===== src/ssb_pkg.sv =====
/*
  Package for the burst address and sleep control block: widths, sleep
  timing, command and state types.
  Assumes a single 25 MHz clock.
*/
`default_nettype none
package ssb_pkg;
  localparam int ADDR_W = 18;
  localparam int CLK_NS = 40;
  // Sleep entry delay in clock cycles after the request is seen
  localparam logic [1:0] SLEEP_ENTRY_CYCLES = 2'h2;
  // Recovery time after sleep, in ns, and its cycle count (rounded up)
  localparam int SLEEP_RECOVERY_NS = 100;
  localparam int SLEEP_RECOVERY_CYC_I =
    (SLEEP_RECOVERY_NS + CLK_NS - 1) / CLK_NS;
  localparam logic [7:0] SLEEP_RECOVERY_CYC =
    (SLEEP_RECOVERY_CYC_I < 1) ? 8'h01 : 8'(SLEEP_RECOVERY_CYC_I);
  localparam logic [1:0] BURST_LEN_M1 = 2'h3;
  localparam logic [ADDR_W-1:0] ADDR_RST = '0;
  localparam logic [1:0] CNT_RST = 2'h0;

  typedef enum logic [1:0] {
    SSB_CMD_DESELECT,
    SSB_CMD_READ,
    SSB_CMD_WRITE
  } ssb_cmd_type;

  typedef enum logic [1:0] {
    SSB_ACTIVE,
    SSB_ENTERING,
    SSB_ASLEEP,
    SSB_RECOVER
  } ssb_sleep_type;

  // Bus request sampled each clock edge
  typedef struct packed {
    logic              advance_load_select;
    ssb_cmd_type       cmd;
    logic [ADDR_W-1:0] addr;
  } ssb_req_type;

  // Access presented to the array
  typedef struct packed {
    logic              valid;
    ssb_cmd_type       cmd;
    logic [ADDR_W-1:0] addr;
  } ssb_acc_type;
endpackage
`default_nettype wire


===== src/ssb_sync3.sv =====
/*
  Three-flop input synchroniser; a change counts once the second and third
  flops agree.
  Assumes the input is asynchronous to i_clock.
*/
`timescale 1ns/1ps
`default_nettype none
module ssb_sync3 #(
  parameter logic RST_VAL = 1'b0
) (
  input  wire logic i_clock,
  input  wire logic i_reset_n,
  input  wire logic i_async,
  output logic      o_level
);
  logic s1_r;
  logic s2_r;
  logic s3_r;
  logic lvl_r;
  logic lvl_nxt;

  // Accept the new level only when stages two and three agree
  always_comb begin
    lvl_nxt = (s2_r == s3_r) ? s3_r : lvl_r;
  end

  // Register the chain
  always_ff @(posedge i_clock or negedge i_reset_n) begin
    if (!i_reset_n) begin
      s1_r  <= RST_VAL;
      s2_r  <= RST_VAL;
      s3_r  <= RST_VAL;
      lvl_r <= RST_VAL;
    end else begin
      s1_r  <= i_async;
      s2_r  <= s1_r;
      s3_r  <= s2_r;
      lvl_r <= lvl_nxt;
    end
  end

  assign o_level = lvl_r;
endmodule
`default_nettype wire


===== src/ssb_ctrl.sv =====
/*
  Burst address generation, mode pin selection and sleep control of a
  synchronous no-turnaround SRAM.
  Assumes a controller on the same clock drives the request each edge; the
  mode and sleep pins are asynchronous and are synchronised here.
*/
// How it works
// RL1 - Advance high steps the burst counter and uses the counted address.
// RL2 - A burst starts with advance low, loading the external address.
// RL3 - After four accesses the counter wraps; fifth access repeats the first.
// RL4 - Order select low: low bits count up by one modulo four.
// RL5 - Order select high: low bits are start XOR counter.
// RL6 - Flow-through select low gives flow-through, high gives pipelined.
// RL7 - Unconnected mode pins default to pipelined, active operation.
// RL8 - Controller keeps sleep request low for normal operation.
// RL9 - Sleep request is asynchronous, active high; standby while high.
// RL10 - Sleep is entered two cycles after the request, state kept.
// RL11 - Asleep, every input but sleep is ignored; data outputs float.
// RL12 - Controller raises sleep only after pending operations finish.
// RL13 - After sleep, only deselect or read until recovery time passes.
// RL14 - Reads and writes follow back to back with no turnaround.
// RL15 - Clock-gate high ignores the edge and holds all state; here the sleep state, its timer and the synchronisers advance and the violation flag clears.
// RL16 - Two-bit counter advances on every continue cycle of any kind.
// RL17 - Address bits above the two lowest keep their loaded value.
`timescale 1ns/1ps
`default_nettype none
module ssb_ctrl (
  input  wire logic                   i_clock,
  input  wire logic                   i_reset_n,
  input  wire ssb_pkg::ssb_req_type   i_req,
  input  wire logic                   i_clock_gate,
  input  wire logic                   i_burst_order_select,
  input  wire logic                   i_flow_through_select,
  input  wire logic                   i_sleep_request,
  output ssb_pkg::ssb_acc_type        o_access,
  output logic                        o_pipelined,
  output logic                        o_asleep,
  output logic                        o_recovering,
  output logic                        o_data_oe_n,
  output logic                        o_cmd_violation
);
  localparam int AW = ssb_pkg::ADDR_W;

  logic                  sleep_lvl;
  logic                  ft_lvl;
  logic                  order_lvl;
  logic [AW-1:0]         base_r;
  logic [AW-1:0]         base_nxt;
  logic [1:0]            cnt_r;
  logic [1:0]            cnt_nxt;
  logic                  burst_r;
  logic                  burst_nxt;
  ssb_pkg::ssb_acc_type  acc_r;
  ssb_pkg::ssb_acc_type  acc_nxt;
  ssb_pkg::ssb_cmd_type  bcmd_r;
  ssb_pkg::ssb_cmd_type  bcmd_nxt;
  ssb_pkg::ssb_sleep_type st_r;
  ssb_pkg::ssb_sleep_type st_nxt;
  logic [7:0]            tmr_r;
  logic [7:0]            tmr_nxt;
  logic                  pipe_r;
  logic                  pipe_nxt;
  logic                  oe_n_r;
  logic                  oe_n_nxt;
  logic                  viol_r;
  logic                  viol_nxt;
  logic [1:0]            low_bits;
  logic                  running;
  logic                  asleep_r;
  logic                  asleep_nxt;
  logic                  recov_r;
  logic                  recov_nxt;

  // Asynchronous sleep and mode pins; pins default as if pulled [RL7]
  ssb_sync3 #(.RST_VAL(1'b0)) u_sleep_sync (
    .i_clock   (i_clock),
    .i_reset_n (i_reset_n),
    .i_async   (i_sleep_request),
    .o_level   (sleep_lvl)
  );
  ssb_sync3 #(.RST_VAL(1'b1)) u_ft_sync (
    .i_clock   (i_clock),
    .i_reset_n (i_reset_n),
    .i_async   (i_flow_through_select),
    .o_level   (ft_lvl)
  );
  ssb_sync3 #(.RST_VAL(1'b0)) u_order_sync (
    .i_clock   (i_clock),
    .i_reset_n (i_reset_n),
    .i_async   (i_burst_order_select),
    .o_level   (order_lvl)
  );

  // Sleep state: entry delay, standby, recovery window
  always_comb begin
    st_nxt  = st_r;
    tmr_nxt = tmr_r;
    unique case (st_r)
      ssb_pkg::SSB_ACTIVE: begin
        if (sleep_lvl) begin
          // The edge that leaves ACTIVE is the first of the entry cycles
          st_nxt  = ssb_pkg::SSB_ENTERING;
          tmr_nxt = 8'(ssb_pkg::SLEEP_ENTRY_CYCLES) - 8'h02;
        end
      end
      ssb_pkg::SSB_ENTERING: begin
        if (tmr_r == 8'h00) begin
          st_nxt = ssb_pkg::SSB_ASLEEP;                        // [RL10]
        end else begin
          tmr_nxt = tmr_r - 8'h01;
        end
      end
      ssb_pkg::SSB_ASLEEP: begin
        if (!sleep_lvl) begin                                  // [RL9]
          st_nxt  = ssb_pkg::SSB_RECOVER;
          tmr_nxt = ssb_pkg::SLEEP_RECOVERY_CYC;
        end
      end
      ssb_pkg::SSB_RECOVER: begin
        if (sleep_lvl) begin
          st_nxt  = ssb_pkg::SSB_ENTERING;
          tmr_nxt = 8'(ssb_pkg::SLEEP_ENTRY_CYCLES) - 8'h02;
        end else if (tmr_r <= 8'h01) begin
          st_nxt  = ssb_pkg::SSB_ACTIVE;
          tmr_nxt = 8'h00;
        end else begin
          tmr_nxt = tmr_r - 8'h01;
        end
      end
    endcase
    // Status flags registered so the outputs come from flops
    asleep_nxt = (st_nxt == ssb_pkg::SSB_ASLEEP);
    recov_nxt  = (st_nxt == ssb_pkg::SSB_RECOVER);
  end

  // Requests are taken when not asleep and the edge is not gated
  assign running = (st_r != ssb_pkg::SSB_ASLEEP) &&
                   !i_clock_gate;                      // [RL11] [RL15]

  // Low address bits from loaded start and counter
  always_comb begin
    if (order_lvl) begin
      low_bits = base_r[1:0] ^ cnt_nxt;                        // [RL5]
    end else begin
      low_bits = base_r[1:0] + cnt_nxt;                        // [RL4]
    end
  end

  // Burst counter, loaded address and access output
  always_comb begin
    base_nxt  = base_r;
    cnt_nxt   = cnt_r;
    burst_nxt = burst_r;
    bcmd_nxt  = bcmd_r;
    acc_nxt   = acc_r;
    pipe_nxt  = pipe_r;
    oe_n_nxt  = oe_n_r;
    viol_nxt  = 1'b0;
    if (st_r == ssb_pkg::SSB_ASLEEP) begin
      acc_nxt.valid = 1'b0;
      oe_n_nxt      = 1'b1;                                    // [RL11]
    end else if (running) begin
      pipe_nxt = ft_lvl;                                       // [RL6]
      if (!i_req.advance_load_select) begin
        // Load a new start address and command [RL2]
        base_nxt  = i_req.addr;
        cnt_nxt   = ssb_pkg::CNT_RST;
        bcmd_nxt  = i_req.cmd;
        burst_nxt = (i_req.cmd != ssb_pkg::SSB_CMD_DESELECT);
        acc_nxt.valid = burst_nxt;
        acc_nxt.cmd   = i_req.cmd;                             // [RL14]
        acc_nxt.addr  = i_req.addr;
        viol_nxt = (st_r == ssb_pkg::SSB_RECOVER) &&
                   (i_req.cmd == ssb_pkg::SSB_CMD_WRITE);      // [RL13]
      end else begin
        // Continue: count wraps after four accesses [RL1] [RL3] [RL16]
        cnt_nxt = cnt_r + 2'h1;
        if (cnt_r == ssb_pkg::BURST_LEN_M1) begin
          cnt_nxt = ssb_pkg::CNT_RST;
        end
        acc_nxt.valid = burst_r;
        acc_nxt.cmd   = burst_r ? i_req.cmd : ssb_pkg::SSB_CMD_DESELECT;
        acc_nxt.addr  = {base_r[AW-1:2], low_bits};            // [RL17]
        viol_nxt = (st_r == ssb_pkg::SSB_RECOVER) && burst_r &&
                   (i_req.cmd == ssb_pkg::SSB_CMD_WRITE);      // [RL13]
      end
      oe_n_nxt = !(acc_nxt.valid &&
                   acc_nxt.cmd == ssb_pkg::SSB_CMD_READ);
    end
  end

  // Register all state
  always_ff @(posedge i_clock or negedge i_reset_n) begin
    if (!i_reset_n) begin
      st_r    <= ssb_pkg::SSB_ACTIVE;
      tmr_r   <= 8'h00;
      base_r  <= ssb_pkg::ADDR_RST;
      cnt_r   <= ssb_pkg::CNT_RST;
      burst_r <= 1'b0;
      bcmd_r  <= ssb_pkg::SSB_CMD_DESELECT;
      acc_r   <= '0;
      pipe_r  <= 1'b1;
      oe_n_r  <= 1'b1;
      viol_r  <= 1'b0;
      asleep_r <= 1'b0;
      recov_r  <= 1'b0;
    end else begin
      st_r    <= st_nxt;
      tmr_r   <= tmr_nxt;
      base_r  <= base_nxt;
      cnt_r   <= cnt_nxt;
      burst_r <= burst_nxt;
      bcmd_r  <= bcmd_nxt;
      acc_r   <= acc_nxt;
      pipe_r  <= pipe_nxt;
      oe_n_r  <= oe_n_nxt;
      viol_r  <= viol_nxt;
      asleep_r <= asleep_nxt;
      recov_r  <= recov_nxt;
    end
  end

  assign o_access        = acc_r;
  assign o_pipelined     = pipe_r;
  assign o_asleep        = asleep_r;
  assign o_recovering    = recov_r;
  assign o_data_oe_n     = oe_n_r;
  assign o_cmd_violation = viol_r;
endmodule
`default_nettype wire


===== config.mk =====
export PLATFORM = sky130hd
export DESIGN_NAME = ssb_ctrl
export DESIGN_NICKNAME = d
export VERILOG_FILES = /design/src/ssb_pkg.sv /design/src/ssb_sync3.sv /design/src/ssb_ctrl.sv
export SDC_FILE = /design/constraint.sdc
export NUM_CORES = 1
export LEC_CHECK = 0
export BUFFER_PORTS_ARGS = -buffer_cell sky130_fd_sc_hd__buf_4
export CORE_MARGIN = 2
export CORE_UTILIZATION = 51
export DETAILED_ROUTE_END_ITERATION = 10
export PLACE_DENSITY_LB_ADDON = 0.25
export SETUP_SLACK_MARGIN = 0.2
export SYNTH_ARGS = -nofsm -noshare
export SYNTH_HDL_FRONTEND = slang
export SYNTH_SLANG_ARGS = --single-unit
export TNS_END_PERCENT = 1

===== constraint.sdc =====
create_clock -name i_clock -period 5.4 [get_ports i_clock]
set_input_delay 0.27 -clock i_clock [delete_from_list [all_inputs] [get_ports i_clock]]
set_output_delay 0.27 -clock i_clock [all_outputs]
set_load 0.005 [all_outputs]

======== Yosys cells after proc, flatten, opt, wreduce, memory -nomap -nowiden ========
Index checks and enable logic that the tools add are counted.
word-level totals
  bits in registers ....................... 69
  input port bits ......................... 27
  output and inout bits ................... 26
  logic and storage cells ................. 89
cells by class
  add/subtract/negate cells ............... 3
  magnitude comparators ................... 1
  equal/unequal tests ..................... 15
  mux-type cells .......................... 28
  bitwise operators ....................... 3
  reduce and logical (&&, ||, !) cells .... 14
operators with widths
  kind                                                 count
  two-way mux 21 bit                                   4
  two-way mux 8 bit                                    5
  case mux 8 bit (4 select lines)                      1
  two-way mux 2 bit                                    11
  == test 2 bit, second input constant                 6
  <= comparator 8 x 1 -> 1 bit, second input constant  1
  zero test 8 bit                                      1
  case mux 2 bit (4 select lines)                      1
  subtractor 8 x 1 -> 8 bit, second input constant     1
  two-way mux 1 bit                                    6
  != test 2 bit, second input constant                 3
  AND reduction 3 bit                                  2
  logical AND 1 bit                                    5
  == test 2 x 1 -> 1 bit, second input constant        2
  nonzero test 2 bit                                   2
  == test 1 bit                                        3
  adder 2 x 1 -> 2 bit, second input constant          1
  adder 2 bit                                          1
  zero test 1 bit                                      2
  zero test 2 bit                                      1
  != test 2 x 1 -> 1 bit, second input constant        1
  NOT 1 bit                                            2
  AND reduction 2 bit                                  1
  bitwise XOR 2 bit                                    1

======== Depth between registers and ports, before layout ========
Gate-level depths: netlist of the first run.
  word-level depth ........................ 15
  mapped depth ............................ 10
  gate-level depth less buffers ........... 9

======== Modules after synthesis ========
From an unflattened synthesis of the first run, not the netlist that was laid out.
unflattened totals
  cell total of the unflattened synthesis .. 259
  area, all modules ....................... 2982.9 µm²
modules (own cells, without submodules)
  module                         instances  cells each  area each (µm²)  sequential area each (µm²)
  ssb_ctrl                       1          244         2643.8           1428.9
  ssb_sync3 at u_order_sync ...  2          5           111.4            100.1
  ssb_sync3 at u_ft_sync         1          5           116.4            105.1

======== Worst setup path before layout of the first run ========
Ideal clock, no wire load.
  path kind ............................... flip-flop to flip-flop
  start point ............................. reg st_r[0]
  end point ............................... reg acc_r (netlist bit o_access[1])
  library setup time ...................... 0.133 ns
  arrival time ............................ 1.921 ns
  required time ........................... 5.267 ns
  path slack .............................. 3.345 ns
  cell stages (with the launch flop) ...... 11
  buffers on the path ..................... 1
  period minus slack after synthesis ...... 2.055 ns
  cell sequence ........................... dfrtp_1 > nand2b_1 > nand2b_1 > clkbuf_1 > nand2_1 > nand2_1 > ha_1 > nor2b_1 > xnor3_1 > mux2i_1 > o21ai_0
on the way
  cells in the longest elaborated chain, start to end .. 9
  elaborated cells between the ends (all ways) .. 13
  those cells by class .................... add/sub: 1; eq/ne: 2; mux: 6; bitwise: 2; reduce/logical: 2
RTL lines
  what                    line             text
  from (decl)             ssb_ctrl.sv:57   ssb_pkg::ssb_sleep_type st_r;
  from (signal assigned)  ssb_ctrl.sv:195  st_r <= ssb_pkg::SSB_ACTIVE;
  from (signal assigned)  ssb_ctrl.sv:208  st_r <= st_nxt;
  != test 2 bit           ssb_ctrl.sv:137  assign running = (st_r != ssb_pkg::SSB_ASLEEP) &&
  logical AND 1 bit       ssb_ctrl.sv:137
  two-way mux 2 bit       ssb_ctrl.sv:162  end else if (running) begin
  two-way mux 2 bit *     ssb_ctrl.sv:159  if (st_r == ssb_pkg::SSB_ASLEEP) begin
  net cnt_nxt[0]          ssb_ctrl.sv:50   logic [1:0] cnt_nxt;
  adder 2 bit *           ssb_ctrl.sv:145  low_bits = base_r[1:0] + cnt_nxt;
  two-way mux 2 bit *     ssb_ctrl.sv:142  if (order_lvl) begin
  two-way mux 21 bit *    ssb_ctrl.sv:164  if (!i_req.advance_load_select) begin
  two-way mux 21 bit *    ssb_ctrl.sv:162
  two-way mux 21 bit *    ssb_ctrl.sv:159
  to (signal assigned)    ssb_ctrl.sv:214  acc_r <= acc_nxt;
  to (decl)               ssb_ctrl.sv:53   ssb_pkg::ssb_acc_type acc_r;
Mark *: on every way through the listed nets, which the timed path passes. The rest lies on a longest branch. The select of a mux whose other input is x is not followed.
A chain may end at the register's enable or synchronous reset.

======== Worst setup path after layout of the first run ========
Ends and elaborated chain as after synthesis.

==> results of run 1 <==
## final timing paths
| kind | from | endpoint |
|---|---|---|
| max | st_r[0] | o_access[1] |
| min | i_reset_n | base_r[2] |
| max reg2reg | st_r[0] | o_access[1] |
| min reg2reg | u_order_sync.s1_r | u_order_sync.s2_r |
| max in group asynchronous | i_reset_n | tmr_r[5] |
| min in group i_clock | i_flow_through_select | u_ft_sync.s1_r |
## kinds of logic (layout without fill, tap and decap cells)
logic type / count (synthesis) / after routing / share of synthesized area
mux: 40 / 40 / 0.136
fa+ha+maj: 7 / 7 / 0.0249
flops: 69 / 69 / 0.557
xor+xnor: 4 / 4 / 0.0157
compound gates: 55 / 55 / 0.116
buf+inv: 21 / 78 / 0.0285
simple gates: 78 / 78 / 0.122
## metrics by stage
stage / hold WS (ns) / total power [uW] / setup WS (ns) / util / instances
floorplan: -0.0256 / 1100 / 3.35 / - / 274
CTS: 0.0287 / 1690 / 2.96 / 0.634 / 406
detailed placement: 0.335 / 1270 / 3.01 / 0.601 / 390
finish: 0.0411 / 1670 / 2.97 / 0.634 / 406
global placement: 0.332 / 1250 / 3.07 / 0.601 / 390
global route: 0.0282 / 1790 / 2.78 / 0.634 / 406
## cell usage in the layout, fill, tap and decap left out, types with 3 or more instances in the layout
| master | count |
|---|---|
| nand2b_1 | 5 |
| mux2_1 | 19 |
| o21ai_1 | 7 |
| nor2_1 | 15 |
| nand3_1 | 6 |
| nor3_1 | 4 |
| maj3_1 | 4 |
| o21ai_0 | 21 |
| nand2_1 | 32 |
| a21oi_1 | 6 |
| buf_4 | 54 |
| nor2b_1 | 3 |
| mux2i_1 | 21 |
| a31oi_1 | 3 |
| o21bai_1 | 3 |
| clkbuf_8 | 10 |
| inv_1 | 7 |
| dfstp_2 | 6 |
| a211oi_1 | 4 |
| dfrtp_1 | 63 |
| ha_1 | 3 |
| xnor2_1 | 3 |
## state kept, by name, indices dropped and copies added (netlist names), 2 cells and up
| signal | count |
|---|---|
| o_access | 21 |
| base_r | 18 |
| tmr_r | 8 |
| cnt_r | 2 |
| st_r | 2 |
## worst reg2reg max path, stage by stage (launching register included)
cell and delay (ns):
dfrtp_1 0.55, nand2b_1 0.27, nand2b_1 0.10, buf_4 0.35, nand2_1 0.12, nand2_1 0.10
ha_1 0.14, nor2b_1 0.16, xnor3_1 0.31, mux2i_1 0.12, o21ai_0 0.08
## cell type report
class	instances	area (um^2)	area share
flip-flops and latches	69	1730	0.462
multi-input cells	184	1300	0.346
repair buffers	54	405	0.108
clock buffers	12	145	0.0387
well taps	75	93.8	0.0250
clock inverters	4	47.5	0.0127
inverters	8	30.0	0.00800
## routing by layer
metal,share of wire,vias to the layer above,GRT usage,routed length [um]
met4,0.013,0,0.0867,77
li1,-,1073,-,-
met5,0,-,0,0
met1,0.46,1083,0.262,2790
met3,0.041,8,0.0402,245
met2,0.48,46,0.317,2900
## cells in the mapped netlist (all sizes together), types with 4 or more instances
master  number  area [um^2]
dfrtp       63         1580
nand2       32          120
o21ai       28          140
mux2i       21          210
mux2        19          214
nor2        16         62.6
buf          8         40.0
inv          8         30.0
a21oi        7         38.8
dfstp        6          158
nand3        6         30.0
clkbuf       5         18.8
nand2b       5         31.3
nor3         5         25.0
a211oi       4         30.0
maj3         4         40.0
## report_power, final
| part | switching, uW | total, uW | internal, uW |
|---|---|---|---|
| Sequential | 111 | 745 | 634 |
| Clock | 182 | 407 | 225 |
| Combinational | 263 | 518 | 255 |
==> results.cfg, run 1 <==
[run_status]
status = completed

[worst_setup_path]
reg2reg_depth = 10
slowest_stage = dfrtp_1
crit_path_cell_trace = nand2b_1, nand2b_1, buf_4, nand2_1, nand2_1, ha_1, nor2b_1, xnor3_1, mux2i_1, o21ai_0
arrival_ns = 2.63
crit_fanout = 42
crit_type = flip-flop to flip-flop
cp_top_family = simple AND/OR/NAND/NOR gates
r2r_slack_ns = 2.97
crit_path_start_kind = flip-flop
cp_num_buf_inv = 1
cp.required_ns = 5.60
cp-end-kind = flip-flop
critical_path_depth = 10
max_stage_delay_ns = 0.55

[synthesis]
synthDistinctLibCells = 43
ys_async_sr_fraction = 1.00
ys_seq_area_frac = 0.557
syn_avg_cell_area_um2 = 11.4
syn_inst = 274
yosysWarnings = 0
synth_area_mm2 = 0.00312
synthFlopType = dfrtp_1
synth_nets = 304
synth_enable_flop_cells = 0
ys_ff_latch = 69

[timing]
final.setup_skew_ns = 0.00745
slew_headroom = 0.438
setup_viol = 0
clock.fmax_mhz = 412
setup_tns_ns = 0
finalCritPeriodShare = 0.450
final_max_slew_viol_count = 0
rsz0062_at_grt = no
finalHoldViolations = 0
fin_crit_ns = 2.43
worst_pin_slew_ns = 0.843

[floorplanning]
coreArea_mm2 = 0.00592
die_h_um = 82.2
initial_core_util = 0.526
die_x_um = 82.2
floorplan.die_area_mm2 = 0.00675
io_pins = 53
rows = 28

[clocking]
clock_latency_ns = 0.33
numCtsBuffers = 9
cts-hold-fix-buffers = 0
cts-root-buf = clkbuf_8
clock_path_buffers = 2
cts_tree = built
cts_max_level = 3
cts_setup_buffers = 0
ctsResizeCount = 0
path_clk_slew_ns = 0.07
cts.sinks = 69

[detailed_routing]
routed_wl_mm = 6.01
first_pass_iters = 4
vias_per_cell = 5.44
drt_iter0_drc = 186
ant_nets = 0
vias = 2210
wl_per_cell_um = 14.8
drc = 0

[place]
dp_hpwl_mm = 4.01
dpl_cell_area_mm2 = 0.00356
io_buffers = 52
gp_congestion = 0.871

[global_routing]
antenna_found_initial = 0
grt_pass1_wl_mm = 10.0
grt.overflow.total = 0
grt_max_degree = 70
track_usage = 0.198
grt_pass1_vias = 2143

[job]
drv_cap = 0

[cells_and_area]
antenna-diode-count = 0
final_area_mm2 = 0.00375
final_nets = 356
drive_above_1_share = 0.248
fill_cells = 489
area_growth_pct = 20.5

[hold_path]
hp-class = primary input to asynchronous set/reset pin

[power]
ir_drop_v = 0.000263
power_per_cell_area_mw_per_mm2 = 445
p_leak_uw = 0.00171
Power figures use the tool's default switching activity.
==> run 2, diff against run 1 <==
clock period = 2.5 ns   (was 5.4 ns; I/O delays follow)
==> run 2 against run 1 <==
Against the previous run: routed wire length grew 0.22%; flip-flop and latch count did not move; die area stayed put; combinational power increased by 130%; final area increased by 3.0%; critical path depth decreased by 1; highest routed layer unchanged.
==> results.cfg, run 2 (synthesis results as in run 1) <==
[run_status]
status = completed

[worst_setup_path]
arrival_ns = 2.19
crit_path_start_kind = flip-flop
crit_type = flip-flop to flip-flop
cp.required_ns = 2.70
r2r_slack_ns = 0.51
cp-end-kind = flip-flop
crit_fanout = 5

[global_routing]
grt_pass1_vias = 2260
antenna_found_initial = 0
grt_pass1_wl_mm = 10.2
grt_max_degree = 70
track_usage = 0.201
grt.overflow.total = 0

[cells_and_area]
fill_cells = 485
area_growth_pct = 24.1
drive_above_1_share = 0.248
layout_common_cells = 63 x dfrtp_1, 56 x buf_4, 32 x nand2_1
final_nets = 368
final_common_cell = dfrtp_1
post-route-util = 0.653
multi_input_area_mm2 = 0.00130
antenna-diode-count = 0
final_cells = 418
regArea_mm2 = 0.00173
largest_register_ffs = 21
final_area_mm2 = 0.00387

[place]
placed_cells = 392
dpl_cell_area_mm2 = 0.00358
gp_congestion = 0.759
io_buffers = 52
dp_hpwl_mm = 3.98

[detailed_routing]
ant_nets = 0
vias_per_cell = 5.48
routed_wl_mm = 6.02
wl_per_cell_um = 14.4
vias = 2291
drc = 0
drt_iter0_drc = 121
first_pass_iters = 4

[timing]
fin_hold_ws_ns = 0.0155
rsz0062_at_grt = no
fin_crit_ns = 1.99
setup_tns_ns = 0
worst_pin_slew_ns = 0.825
final_max_slew_viol_count = 0
finalCritPeriodShare = 0.795
final.setup_skew_ns = 0.00874
clock.fmax_mhz = 503
setup_viol = 0
slew_headroom = 0.450
finalHoldViolations = 0

[clocking]
ctsResizeCount = 0
clock_path_buffers = 2
cts_max_level = 3
clock_latency_ns = 0.34
cts.sinks = 69
cts_tree = built
cts-root-buf = clkbuf_8
path_clk_slew_ns = 0.07
numCtsBuffers = 9

[floorplanning]
io_pins = 53
floorplan.die_area_mm2 = 0.00675
rows = 28
die_x_um = 82.2
initial_core_util = 0.526
die_h_um = 82.2
coreArea_mm2 = 0.00592

[hold_path]
hp-class = primary input to flip-flop

[power]
p_leak_uw = 0.00176
power_per_cell_area_mw_per_mm2 = 943
ir_drop_v = 0.000465

[job]
drv_cap = 0
[run 2: cell types whose count changed in the layout (fill, tap and decap cells not counted)]
cell           before  now
dlygate4sd3_1       0   10
clkinvlp_4          1    2
clkbuf_1            2    1
clkbuf_8           10    9
clkinv_4            0    1
buf_4              54   56
[run 2: area by class of cell]
class | count | area share
Multi-Input combinational cell | 184 | 0.335
Clock inverter | 6 | 0.0165
Tap cell | 75 | 0.0243
Inverter | 8 | 0.00776
Clock buffer | 10 | 0.0330
Timing Repair Buffer | 66 | 0.135
Sequential cell | 69 | 0.448
[run 2: timing repair]
item,CTS,global route
setup buffers,0,0
hold buffers,10,0
hold endpoints to repair,73,0
[run 2: power by group]
part / total (uW) / switching, uW / internal [uW]
Clock: 880 / 421 / 459
Sequential: 1570 / 196 / 1370
Combinational: 1200 / 622 / 579
Total: 3650 / 1240 / 2410
[run 2: worst max-delay path: stages (launching register included)]
cell and delay, ns:
dfrtp_1 0.37, nor2b_1 0.16, nor2_1 0.28, nand3b_1 0.12
nand2_1 0.10, ha_1 0.14, nor2b_1 0.16, xnor3_1 0.31
mux2i_1 0.12, o21ai_0 0.09
[run 2: path summary, 6_finish.rpt]
path                              startpoint                 to  cells after the start
max                                  st_r[1]        o_access[1]                      9
min                                i_req[17]         base_r[17]                      2
max reg2reg                          st_r[1]        o_access[1]                      9
min reg2reg                u_order_sync.s1_r  u_order_sync.s2_r                      0
max in group asynchronous          i_reset_n           tmr_r[0]                      2
min in group asynchronous          i_reset_n        o_access[2]                      2
[run 2: per-stage QoR]
stage / worst slack [ns] / power, uW
final: 0.513 / 3650
after global routing: 0.361 / 3900
after CTS: 0.518 / 3680
after detailed placement: 0.536 / 2770
after global placement: 0.618 / 2720
after floorplan: 0.445 / 2370
[run 2: per-layer routing]
metal	GRT usage	vias to the layer above	routed length [um]
met1	0.251	1133	2780
met2	0.336	56	2860
met3	0.0446	8	306
met4	0.0900	0	82
met5	0	-	0
li1	-	1094	-
==> run 3, diff against run 2 <==
CORE_UTILIZATION = 50   (was 51)
clock period = 1.66 ns   (was 2.5 ns; I/O delays follow)
==> run 3 against run 2 <==
Against the previous run: register-to-register slack worse by 0.47 ns; final area up 10%; global-route usage down 0.58 points; first-iteration DRC count down 14%; routed wire length up 4.2%; non-clock buffer count up 32; setup slack worse by 0.47 ns; via count up 3.8%; core utilization up 6.2 points; power up 68%; sequential share of layout area down 4.1 points; clock skew down 0.0026 ns.
==> results.cfg, run 3 (synthesis results as in run 1) <==
[timing]
final_max_slew_viol_count = 0
slew_headroom = 0.686
rsz0062_at_grt = yes
clock.fmax_mhz = 617
finalCritPeriodShare = 0.977
fin_crit_ns = 1.62
finalHoldViolations = 0
setup_viol = 0
worst_pin_slew_ns = 0.471
final.setup_skew_ns = 0.00609

[worst_setup_path]
crit_path_start_kind = flip-flop
cp-end-kind = flip-flop
crit_type = flip-flop to flip-flop
arrival_ns = 1.85
cp.required_ns = 1.89
crit_fanout = 8

[global_routing]
track_usage = 0.195
antenna_found_initial = 0
grt.overflow.total = 0
grt_max_degree = 42
grt_pass1_wl_mm = 10.8
grt_pass1_vias = 2469

[place]
dp_hpwl_mm = 4.22
gp_congestion = 0.860
io_buffers = 52

[detailed_routing]
drt_iter0_drc = 104
ant_nets = 0
vias = 2377
wl_per_cell_um = 13.9
vias_per_cell = 5.28
routed_wl_mm = 6.27
drc = 0
first_pass_iters = 4

[floorplanning]
floorplan.die_area_mm2 = 0.00688
initial_core_util = 0.523
io_pins = 53
die_h_um = 82.9
coreArea_mm2 = 0.00596
rows = 28
die_x_um = 82.9

[cells_and_area]
antenna-diode-count = 0
post-route-util = 0.716
largest_register_ffs = 21
area_growth_pct = 36.8
final_nets = 400
layout_common_cells = 71 x buf_4, 63 x dfrtp_1, 32 x nand2_1
fill_cells = 439
drive_above_1_share = 0.312
final_common_cell = buf_4

[job]
drv_cap = 0

[power]
power_per_cell_area_mw_per_mm2 = 1440
p_leak_uw = 0.00197
finalPower_uw = 6130
ir_drop_v = 0.000909

[clocking]
numCtsBuffers = 9
clock_path_buffers = 2
cts_tree = built
cts_max_level = 3
clock_latency_ns = 0.34
cts-root-buf = clkbuf_8
path_clk_slew_ns = 0.08
cts.sinks = 69

[run_status]
status = completed

[hold_path]
hp-class = primary input to flip-flop
-- run 3: metrics by stage --
stage,instance area [um^2],setup TNS [ns],setup slack (ns),cells,hold WS [ns]
2_1_floorplan,3150,-0.0968,-0.0260,274,-0.213
5_1_grt,4260,-0.195,-0.0689,450,0.0306
4_1_cts,4240,0,0.0300,450,0.000105
6_report,4260,0,0.0386,450,0.00630
3_5_place_dp,3760,-0.0599,-0.0225,410,0.0754
3_3_place_gp,3760,0,0.0327,410,0.0721
-- run 3: worst max-delay path, cell delays in order, from the launching register on --
cell and delay (ns):
dfrtp_1 0.38, buf_4 0.17, nand2b_4 0.09, nand2b_4 0.06, nand2_1 0.06, nand2_1 0.06
ha_1 0.17, nor2b_2 0.14, xnor3_1 0.17, mux2i_1 0.14, o21ai_1 0.07
-- run 3: final cells by class --
class / count / area [um^2] / share of cell area
inverter: 8 / 30.0 / 0.00705
clock inverter: 6 / 93.8 / 0.0220
multi-input combinational: 184 / 1340 / 0.315
clock buffer: 10 / 138 / 0.0323
timing repair buffer: 98 / 830 / 0.195
tap: 75 / 93.8 / 0.0220
sequential: 69 / 1730 / 0.407
-- run 3: timing repair --
item,4_1_cts,5_1_grt
pin swaps,5,1
buffers inserted,1,0
gates resized for setup,2,8
cloned,0,0
hold endpoints to repair,58,0
endpoints found under the setup margin,30,33
hold buffers,23,0
-- run 3: layer usage --
layer,vias to the layer above,GRT usage,wire length [um]
met5,-,0,0
met2,54,0.323,3010
li1,1166,-,-
met1,1146,0.240,2890
met4,0,0.0954,127
met3,11,0.0457,248
-- run 3: worst paths after layout --
kind | start | end | slack [ns] | cells after the start
min in group asynchronous | i_reset_n | o_access[4] | 0.24 | 2
worst min register to register | u_sleep_sync.s1_r | u_sleep_sync.s2_r | 0.36 | 0
worst max-delay path | st_r[1] | o_access[1] | 0.04 | 10
worst max register to register | st_r[1] | o_access[1] | 0.04 | 10
max in group asynchronous | i_reset_n | u_ft_sync.o_level | 0.81 | 3
worst min-delay path | i_req[19] | o_access[20] | 0.006 | 3
-- run 3: report_power, final --
part           internal, uW  switching [uW]
Combinational          1170            1060
Clock                   900             673
Sequential             2060             264
